<file path="config.mk">
export PLATFORM = sky130hd
export DESIGN_NAME = t1c_top
export DESIGN_NICKNAME = d
export VERILOG_FILES = /design/src/verilog/t1c_pkg.sv /design/src/verilog/t1c_top.sv
export SDC_FILE = /design/constraint.sdc
export NUM_CORES = 1
export LEC_CHECK = 0
export BUFFER_PORTS_ARGS = -buffer_cell sky130_fd_sc_hd__buf_2
export CAP_MARGIN = 5
export CORE_UTILIZATION = 51
export DETAILED_ROUTE_END_ITERATION = 10
export PLACE_DENSITY_LB_ADDON = 0.15
export SLEW_MARGIN = 10
export SYNTH_ARGS = -nofsm -noshare
export SYNTH_HDL_FRONTEND = slang
export SYNTH_SLANG_ARGS = --single-unit
</file>
<file path="constraint.sdc">
create_clock -name clk_in -period 2.5 [get_ports clk_in]
set_input_delay 0.75 -clock clk_in [delete_from_list [all_inputs] [get_ports clk_in]]
set_output_delay 0.75 -clock clk_in [all_outputs]
set_load 0.03 [all_outputs]
</file>
<file path="src/verilog/t1c_pkg.sv">
// constants, types and register map of the 16-bit timer/counter
// assumes a single 20 MHz clock and a byte-wide register port
// ---------------------------------------------------------------
// ---------------------------------------------------------------
package t1c_pkg;

  // ---------------------------------------------------------------
  // register offsets
  // ---------------------------------------------------------------
  localparam int          ADDR_W       = 3;
  localparam logic [2:0]  OFF_CTRL     = 3'h0;
  localparam logic [2:0]  OFF_LOW      = 3'h1;
  localparam logic [2:0]  OFF_HIGH     = 3'h2;
  localparam logic [2:0]  OFF_FLAGS    = 3'h3;
  localparam logic [2:0]  OFF_ENABLE   = 3'h4;
  localparam logic [2:0]  OFF_PRIORITY = 3'h5;
  localparam logic [2:0]  OFF_CLEAR    = 3'h6;

  // ---------------------------------------------------------------
  // field positions and reset values
  // ---------------------------------------------------------------
  localparam int          BIT_RUN      = 0;
  localparam int          BIT_SRC      = 1;
  localparam int          BIT_BYPASS   = 2;
  localparam int          BIT_DIV_LO   = 4;
  localparam int          BIT_DIV_HI   = 5;
  localparam int          BIT_WIDE     = 7;
  localparam int          BIT_OVF      = 0;
  localparam logic [7:0]  CTRL_RESET   = 8'h00;
  localparam logic [15:0] COUNT_RESET  = 16'h0000;
  localparam logic [15:0] COUNT_MAX    = 16'hffff;

  // ---------------------------------------------------------------
  // timing
  // ---------------------------------------------------------------
  localparam int          CLK_HZ       = 20_000_000;
  localparam int          INSTR_DIV    = 4;
  localparam logic [1:0]  INSTR_LAST   = 2'(INSTR_DIV - 1);

  // ---------------------------------------------------------------
  // types
  // ---------------------------------------------------------------
  typedef struct packed {
    logic       wide;
    logic [1:0] div_sel;
    logic       bypass;
    logic       src;
    logic       run;
  } t1c_ctrl_s;

  typedef struct packed {
    t1c_ctrl_s   ctrl;
    logic [15:0] count;
    logic [7:0]  hbuf;
    logic [2:0]  pre;
    logic [1:0]  phase;
    logic        s1;
    logic        s2;
    logic        prev;
    logic        pend;
    logic        flag;
    logic        ie;
    logic        ip;
    logic [7:0]  rdata;
    logic        irq;
    logic        irq_prio;
  } t1c_state_s;

endpackage

</file>
<file path="src/verilog/t1c_top.sv">
// 16-bit timer/counter with prescaler, pin source and buffered access
// assumes register port on clk_in; count pin is asynchronous
//
// The address map and the address-and-strobe port were chosen for this implementation.
`timescale 1ns/1ns
module t1c_top
  import t1c_pkg::*;
(
  // clock, reset, enable
  input  wire logic              clk_in,
  input  wire logic              rst_n_in,
  input  wire logic              ce_in,
  // register port
  input  wire logic [ADDR_W-1:0] addr_in,
  input  wire logic [7:0]        wdata_in,
  input  wire logic              wr_in,
  input  wire logic              rd_in,
  output logic      [7:0]        rdata_out,
  // count pin
  input  wire logic              ext_count_pin_in,
  // interrupt
  output logic                   irq_out,
  output logic                   irq_prio_out
);

  t1c_state_s r;
  t1c_state_s next_r;

  logic       itick;
  logic       ext_rise;
  logic       src_tick;
  logic [2:0] pre_mask;
  logic       pre_wrap;
  logic       wr_low;
  logic       wr_high;
  logic       rd_low;
  logic       rd_high;
  logic       inc;

  // ---------------------------------------------------------------
  // next-state logic
  // ---------------------------------------------------------------
  always_comb begin
    next_r   = r;
    wr_low   = wr_in && (addr_in == OFF_LOW);
    wr_high  = wr_in && (addr_in == OFF_HIGH);
    rd_low   = rd_in && (addr_in == OFF_LOW);
    rd_high  = rd_in && (addr_in == OFF_HIGH);
    itick    = (r.phase == INSTR_LAST);
    ext_rise = r.s2 && !r.prev;
    // source select
    if (!r.ctrl.src) begin
      src_tick = itick;
    end else if (r.ctrl.bypass) begin
      src_tick = ext_rise;
    end else begin
      src_tick = (r.pend || ext_rise) && itick;
    end
    unique case (r.ctrl.div_sel)
      2'b00: pre_mask = 3'h0;
      2'b01: pre_mask = 3'h1;
      2'b10: pre_mask = 3'h3;
      2'b11: pre_mask = 3'h7;
    endcase
    pre_wrap = (r.pre == pre_mask);
    inc      = r.ctrl.run && src_tick && pre_wrap
               && !wr_low && !wr_high;

    // pin synchroniser and edge detect
    next_r.s1    = ext_count_pin_in;
    next_r.s2    = r.s1;
    next_r.prev  = r.s2;
    next_r.pend  = r.ctrl.src && !r.ctrl.bypass
                   && (r.pend || ext_rise) && !itick;
    next_r.phase = 2'(r.phase + 2'h1);

    // prescaler
    if (wr_low) begin
      next_r.pre = 3'h0;
    end else if (r.ctrl.run && src_tick && !wr_high) begin
      next_r.pre = pre_wrap ? 3'h0 : 3'(r.pre + 3'h1);
    end

    // counter and wrap
    if (inc) begin
      next_r.count = 16'(r.count + 16'h0001);
      if (r.count == COUNT_MAX) begin
        next_r.flag = 1'b1;
      end
    end

    // register writes
    if (wr_in) begin
      unique case (addr_in)
        OFF_CTRL: begin
          next_r.ctrl.wide    = wdata_in[BIT_WIDE];
          next_r.ctrl.div_sel = wdata_in[BIT_DIV_HI:BIT_DIV_LO];
          next_r.ctrl.bypass  = wdata_in[BIT_BYPASS];
          next_r.ctrl.src     = wdata_in[BIT_SRC];
          next_r.ctrl.run     = wdata_in[BIT_RUN];
        end
        OFF_LOW: begin
          next_r.count[7:0] = wdata_in;
          if (r.ctrl.wide) begin
            next_r.count[15:8] = r.hbuf;
          end
        end
        OFF_HIGH: begin
          if (r.ctrl.wide) begin
            next_r.hbuf = wdata_in;
          end else begin
            next_r.count[15:8] = wdata_in;
          end
        end
        OFF_ENABLE:   next_r.ie = wdata_in[BIT_OVF];
        OFF_PRIORITY: next_r.ip = wdata_in[BIT_OVF];
        OFF_CLEAR: begin
          if (wdata_in[BIT_OVF] && !(inc && r.count == COUNT_MAX)) begin
            next_r.flag = 1'b0;
          end
        end
        default: ;
      endcase
    end

    // register reads, data in the following cycle
    next_r.rdata = 8'h00;
    if (rd_in) begin
      unique case (addr_in)
        OFF_CTRL: next_r.rdata = {r.ctrl.wide, 1'b0, r.ctrl.div_sel,
                                  1'b0, r.ctrl.bypass, r.ctrl.src,
                                  r.ctrl.run};
        OFF_LOW:  next_r.rdata = r.count[7:0];
        OFF_HIGH: next_r.rdata = r.ctrl.wide ? r.hbuf
                                             : r.count[15:8];
        OFF_FLAGS:    next_r.rdata = {7'h00, r.flag};
        OFF_ENABLE:   next_r.rdata = {7'h00, r.ie};
        OFF_PRIORITY: next_r.rdata = {7'h00, r.ip};
        default:      next_r.rdata = 8'h00;
      endcase
      if (rd_low && r.ctrl.wide) begin
        next_r.hbuf = r.count[15:8];
      end
    end

    // interrupt
    next_r.irq      = next_r.flag && next_r.ie;
    next_r.irq_prio = next_r.flag && next_r.ie && next_r.ip;
  end

  // ---------------------------------------------------------------
  // state register
  // ---------------------------------------------------------------
  always_ff @(posedge clk_in or negedge rst_n_in) begin
    if (!rst_n_in) begin
      r       <= '0;
      r.ctrl  <= t1c_ctrl_s'({CTRL_RESET[BIT_WIDE],
                              CTRL_RESET[BIT_DIV_HI:BIT_DIV_LO],
                              CTRL_RESET[BIT_BYPASS:BIT_RUN]});
      r.count <= COUNT_RESET;
      r.prev  <= 1'b1;
    end else if (ce_in) begin
      r <= next_r;
    end
  end

  assign rdata_out    = r.rdata;
  assign irq_out      = r.irq;
  assign irq_prio_out = r.irq_prio;
endmodule
</file>
# == After elaboration in Yosys (flattened, before gate mapping) ==
# Index checks and enable logic that the tools add are counted.
# totals
reg_bits,52
out_inout_bits,10
in_bits,17
# classes
eq_ne,12
n_mux,26
n_reduce_logical,30
add_sub_neg,3
# ops
op,n
8-bit two-way mux,9
8-bit case mux with 6 select lines,1
24-bit two-way mux,1
1-bit logical AND,18
16-bit by 1-bit adder with 16-bit output (second input constant),1
16-bit equality test (second input constant),1
16-bit two-way mux,1
8-bit case mux with 2 select lines,1
3-bit two-way mux,4
3-bit case mux with 4 select lines,1
3-bit equality test (second input constant),3
1-bit two-way mux,8
2-bit equality test (second input constant),3
3-bit by 2-bit equality test with 1-bit output (second input constant),2
1-bit logical NOT,6
3-bit by 1-bit adder with 3-bit output (second input constant),1
3-bit by 1-bit equality test with 1-bit output (second input constant),1
3-bit equality test,1
3-bit logical NOT,1
3-bit AND reduction,1
2-bit by 1-bit adder with 2-bit output (second input constant),1
2-bit by 1-bit equality test with 1-bit output (second input constant),1
2-bit logical NOT,1
2-bit AND reduction,1
2 further kinds,2

# == Depth between registers and ports, before layout ==
# logic_depth
word_depth,18
ltp_mapped,8
mapped_depth_nobuf,7

# == Least setup slack after synthesis ==
# No wires, ideal clock.
# synth_timing
path_type,in2reg
from,in addr_in[0]
to,reg r[40] in the netlist's numbering
path_buffers,1
path_stages,7
path_slack_ps,337
t_arrival_ps,2094
path_cell_list,buf_4 nand4bb_4 nand3_4 nor3_4 nand2_4 or4_1 nand3_1
# synth_via
elab_chain_cells,9
# synth_lines
element,line,text
"start, declared",t1c_top.sv:14,"input wire logic [ADDR_W-1:0] addr_in,"
3-bit by 1-bit equality test with 1-bit output,"t1c_top.sv:45, t1c_top.sv:94",
1-bit logical AND,t1c_top.sv:45,wr_low = wr_in && (addr_in == OFF_LOW);
1-bit logical NOT,t1c_top.sv:67,&& !wr_low && !wr_high;
1-bit logical AND (2 in a row),t1c_top.sv:67,
16-bit two-way mux,t1c_top.sv:85,if (inc) begin
"8-bit two-way mux, on equally long branches","t1c_top.sv:109, t1c_top.sv:104",
8-bit case mux with 2 select lines,t1c_top.sv:94,unique case (addr_in)
24-bit two-way mux (*),t1c_top.sv:93,if (wr_in) begin
"end signal, assigned",t1c_top.sv:163,r <= next_r;
"end, declared",t1c_top.sv:26,t1c_state_s r;
# Mark *: on every way between the ends. The rest lies on a longest branch, timed or not.
# A chain may end at the register's enable or synchronous reset.

# == Worst setup path in the final report ==
# layout_timing
from,in addr_in[0]
to,reg r[44] in the netlist's numbering
# Same word-level chain as after synthesis.

==> reports/results.tsv <==
metric	value	unit
cell total after placement	427	
chip width	81.2	µm
Pwr Total	2.80	mW
Area after DPL	0.00344	mm²
Setup Skew	0.0101	ns
starting density of the core	53.3	%
Rows	28	
worst path required time	2.75	ns
gpl congestion	0.882	
port bufs	26	
Hold Path Class	primary input to asynchronous set/reset pin	
Reg clk slew, reported paths	0.10	ns
first-pass GRT wire length	12800	µm
maximum clock rate	0.490	GHz
Final HPWL DP	5680	µm
Core Region	0.00599	mm²
Max-slew headroom	62.9	%
average size of a mapped cell	9.60	µm²
status	finished, final reports clean	
Overflow after GRT	0	
vias per std cell	6.34	
CP Max Fanout	10	
antenna violations before repair	0	
share of cells above drive strength 1	21.7	%
Total Wirelength	7930	µm
Multi-input gate area	0.00172	mm²
Post-synth ARST share	100	%
Synthesis Warnings	0	
Final Instance Area	0.00355	mm²
sequential fraction of the synthesis area	40.8	%
FF/Latch Area	0.00130	mm²
total global routing track utilization	25.9	%
Worst-Margin Slew	0.557	ns
Final Hold Viols	0	
Num Clock Sinks	52	
Critical Path Source Type	primary input	
DR WL/cell	18.2	µm
Setup crit end kind	flip-flop	
Final Setup Violations	0	
die area	0.00659	mm²
syn nets	353	
Clk Latency, worst-skew pair	0.31	ns
# Post-CTS Setup Buffers	0	
Via Count	2759	
crit path time final	2.04	ns
H-tree level count	2	
# IOs	27	
Non-Filler Instances	435	
Max clock buf depth	2	
post-synthesis cell count	333	
area delta synth->final	11.0	%
initial drt markers	221	
DR pass1 iterations	5	
Yosys cell types	54	
worst vdd ir	0.551	mV
die span in y	81.2	µm
Cell Pwr Density	789	mW/mm²
flops & latches, synth	52	
CTS Hold Bufs	0	
clock root buffer master	clkbuf_8	
ys flop type	dfrtp_1	
Fillers	509	
vias in the first global route	2475	
DRC viols	0	
number of diodes	0	
Mapped Area	0.00320	mm²
Final #Nets	379	
RSZ-0062 raised after global routing	no	
period utilization	81.6	%
CTS buffer count	5	
CTS tree	done	
Final ANT Viol Nets	0	
largest net degree at the start of global routing	45	
final setup TNS	0	ns
crit path kind	primary input to flip-flop	
PostCTS Resize Cnt	0	
crit path DAT	2.29	ns
count of pins over their slew limit	0	
Max Cap Viol	0	
Leak Pwr	1.52	nW
EDFF count, synth	0	
## critical path, stage by stage
cell	delay, ns
buf_2	0.16
nand4bb_4	0.19
nand3_4	0.11
nor3_4	0.32
nand2_4	0.13
or4_1	0.54
nand3_1	0.09
## report_power, final
part,switching (mW),leakage [nW],internal (mW)
clock network,0.287,0.0552,0.298
logic,0.488,0.834,0.400
registers,0.260,0.628,1.07
## cells by family (layout without fill, tap and decap cells)
family / Yosys count / count (layout) / share of synthesized area (%)
mux: 37 / 37 / 12.4
flops: 52 / 52 / 40.8
compound gates: 82 / 82 / 18.3
xor+xnor: 2 / 2 / 0.548
simple gates: 124 / 124 / 21.4
fa+ha+maj: 3 / 3 / 1.17
buf+inv: 33 / 60 / 5.40
## sequential cells by signal, summed over array words and instances (netlist names)
register	count
next_r	2
irq_out	1
irq_prio_out	1
rdata_out	8
r	40
## cell usage after synthesis, types with 6 or more instances
cell,count,share of area (%)
mux2i_1,25,7.8
buf_4,10,2.3
o2bb2ai_1,8,2.2
o211ai_1,7,1.6
nand4_1,9,1.8
dfrtp_1,51,40
clkbuf_1,10,1.2
and3_1,6,1.2
a21oi_1,19,3.0
a22o_1,6,1.6
nand3_1,14,2.2
mux2_2,11,3.9
nand2_1,26,3.1
o22a_1,6,1.6
inv_1,7,0.82
o21ai_0,8,1.3
nor2_1,34,4.0
## metal layers
layer,vias up,track usage (%),routed length (µm)
li1,1295,-,-
met2,117,40.6,3650
met3,10,4.16,439
met4,0,5.54,109
met1,1337,37.4,3730
met5,-,0,0
## layout by cell type (no fill, tap or decap), types with 3 or more instances in the layout
cell and instances:
dfrtp_1 51, nor2_1 34, nand2_1 26, buf_2 26
mux2i_1 25, a21oi_1 19, buf_4 17, nand3_1 14
mux2_2 11, nand4_1 9, o21ai_0 8, o2bb2ai_1 8
o211ai_1 7, inv_1 7, and3_1 6, a22o_1 6
o22a_1 6, nor3_1 5, nand2b_1 5, o22ai_1 5
clkbuf_8 5, or4_1 4, a22oi_1 4, a2bb2oi_1 4
nand3b_1 3, a211oi_1 3, ha_1 3
## layout make-up
cell class              count  share of cell area (%)
clock inverters             2                   0.987
flip-flops and latches     52                    36.7
multi-input cells         248                    48.5
well taps                  75                    2.64
inverters                   7                   0.740
repair buffers             45                    8.39
clock buffers               6                    2.05
## path summary, 6_finish.rpt
check / from / endpoint / slack, ns / depth (start not counted)
min reg2reg: rdata_out[4] / rdata_out[4] / 0.49 / 1
min: rst_n_in / rdata_out[4] / 0.41 / 1
max reg2reg: r[48] / r[44] / 0.53 / 6
min in group clk_in: rdata_out[4] / rdata_out[4] / 0.49 / 1
max in group asynchronous: rst_n_in / r[27] / 1.52 / 2
max: addr_in[0] / r[44] / 0.46 / 7
## per-stage QoR
stage               setup slack [ns]  util [%]  hold slack [ns]
floorplan                      0.337         -            0.448
global placement               0.181      57.4            0.463
detailed placement             0.142      57.4            0.468
CTS                            0.470      59.2            0.432
global route                   0.329      59.2            0.457
finish                         0.461      59.2            0.414
Power figures use the tool's default switching activity.
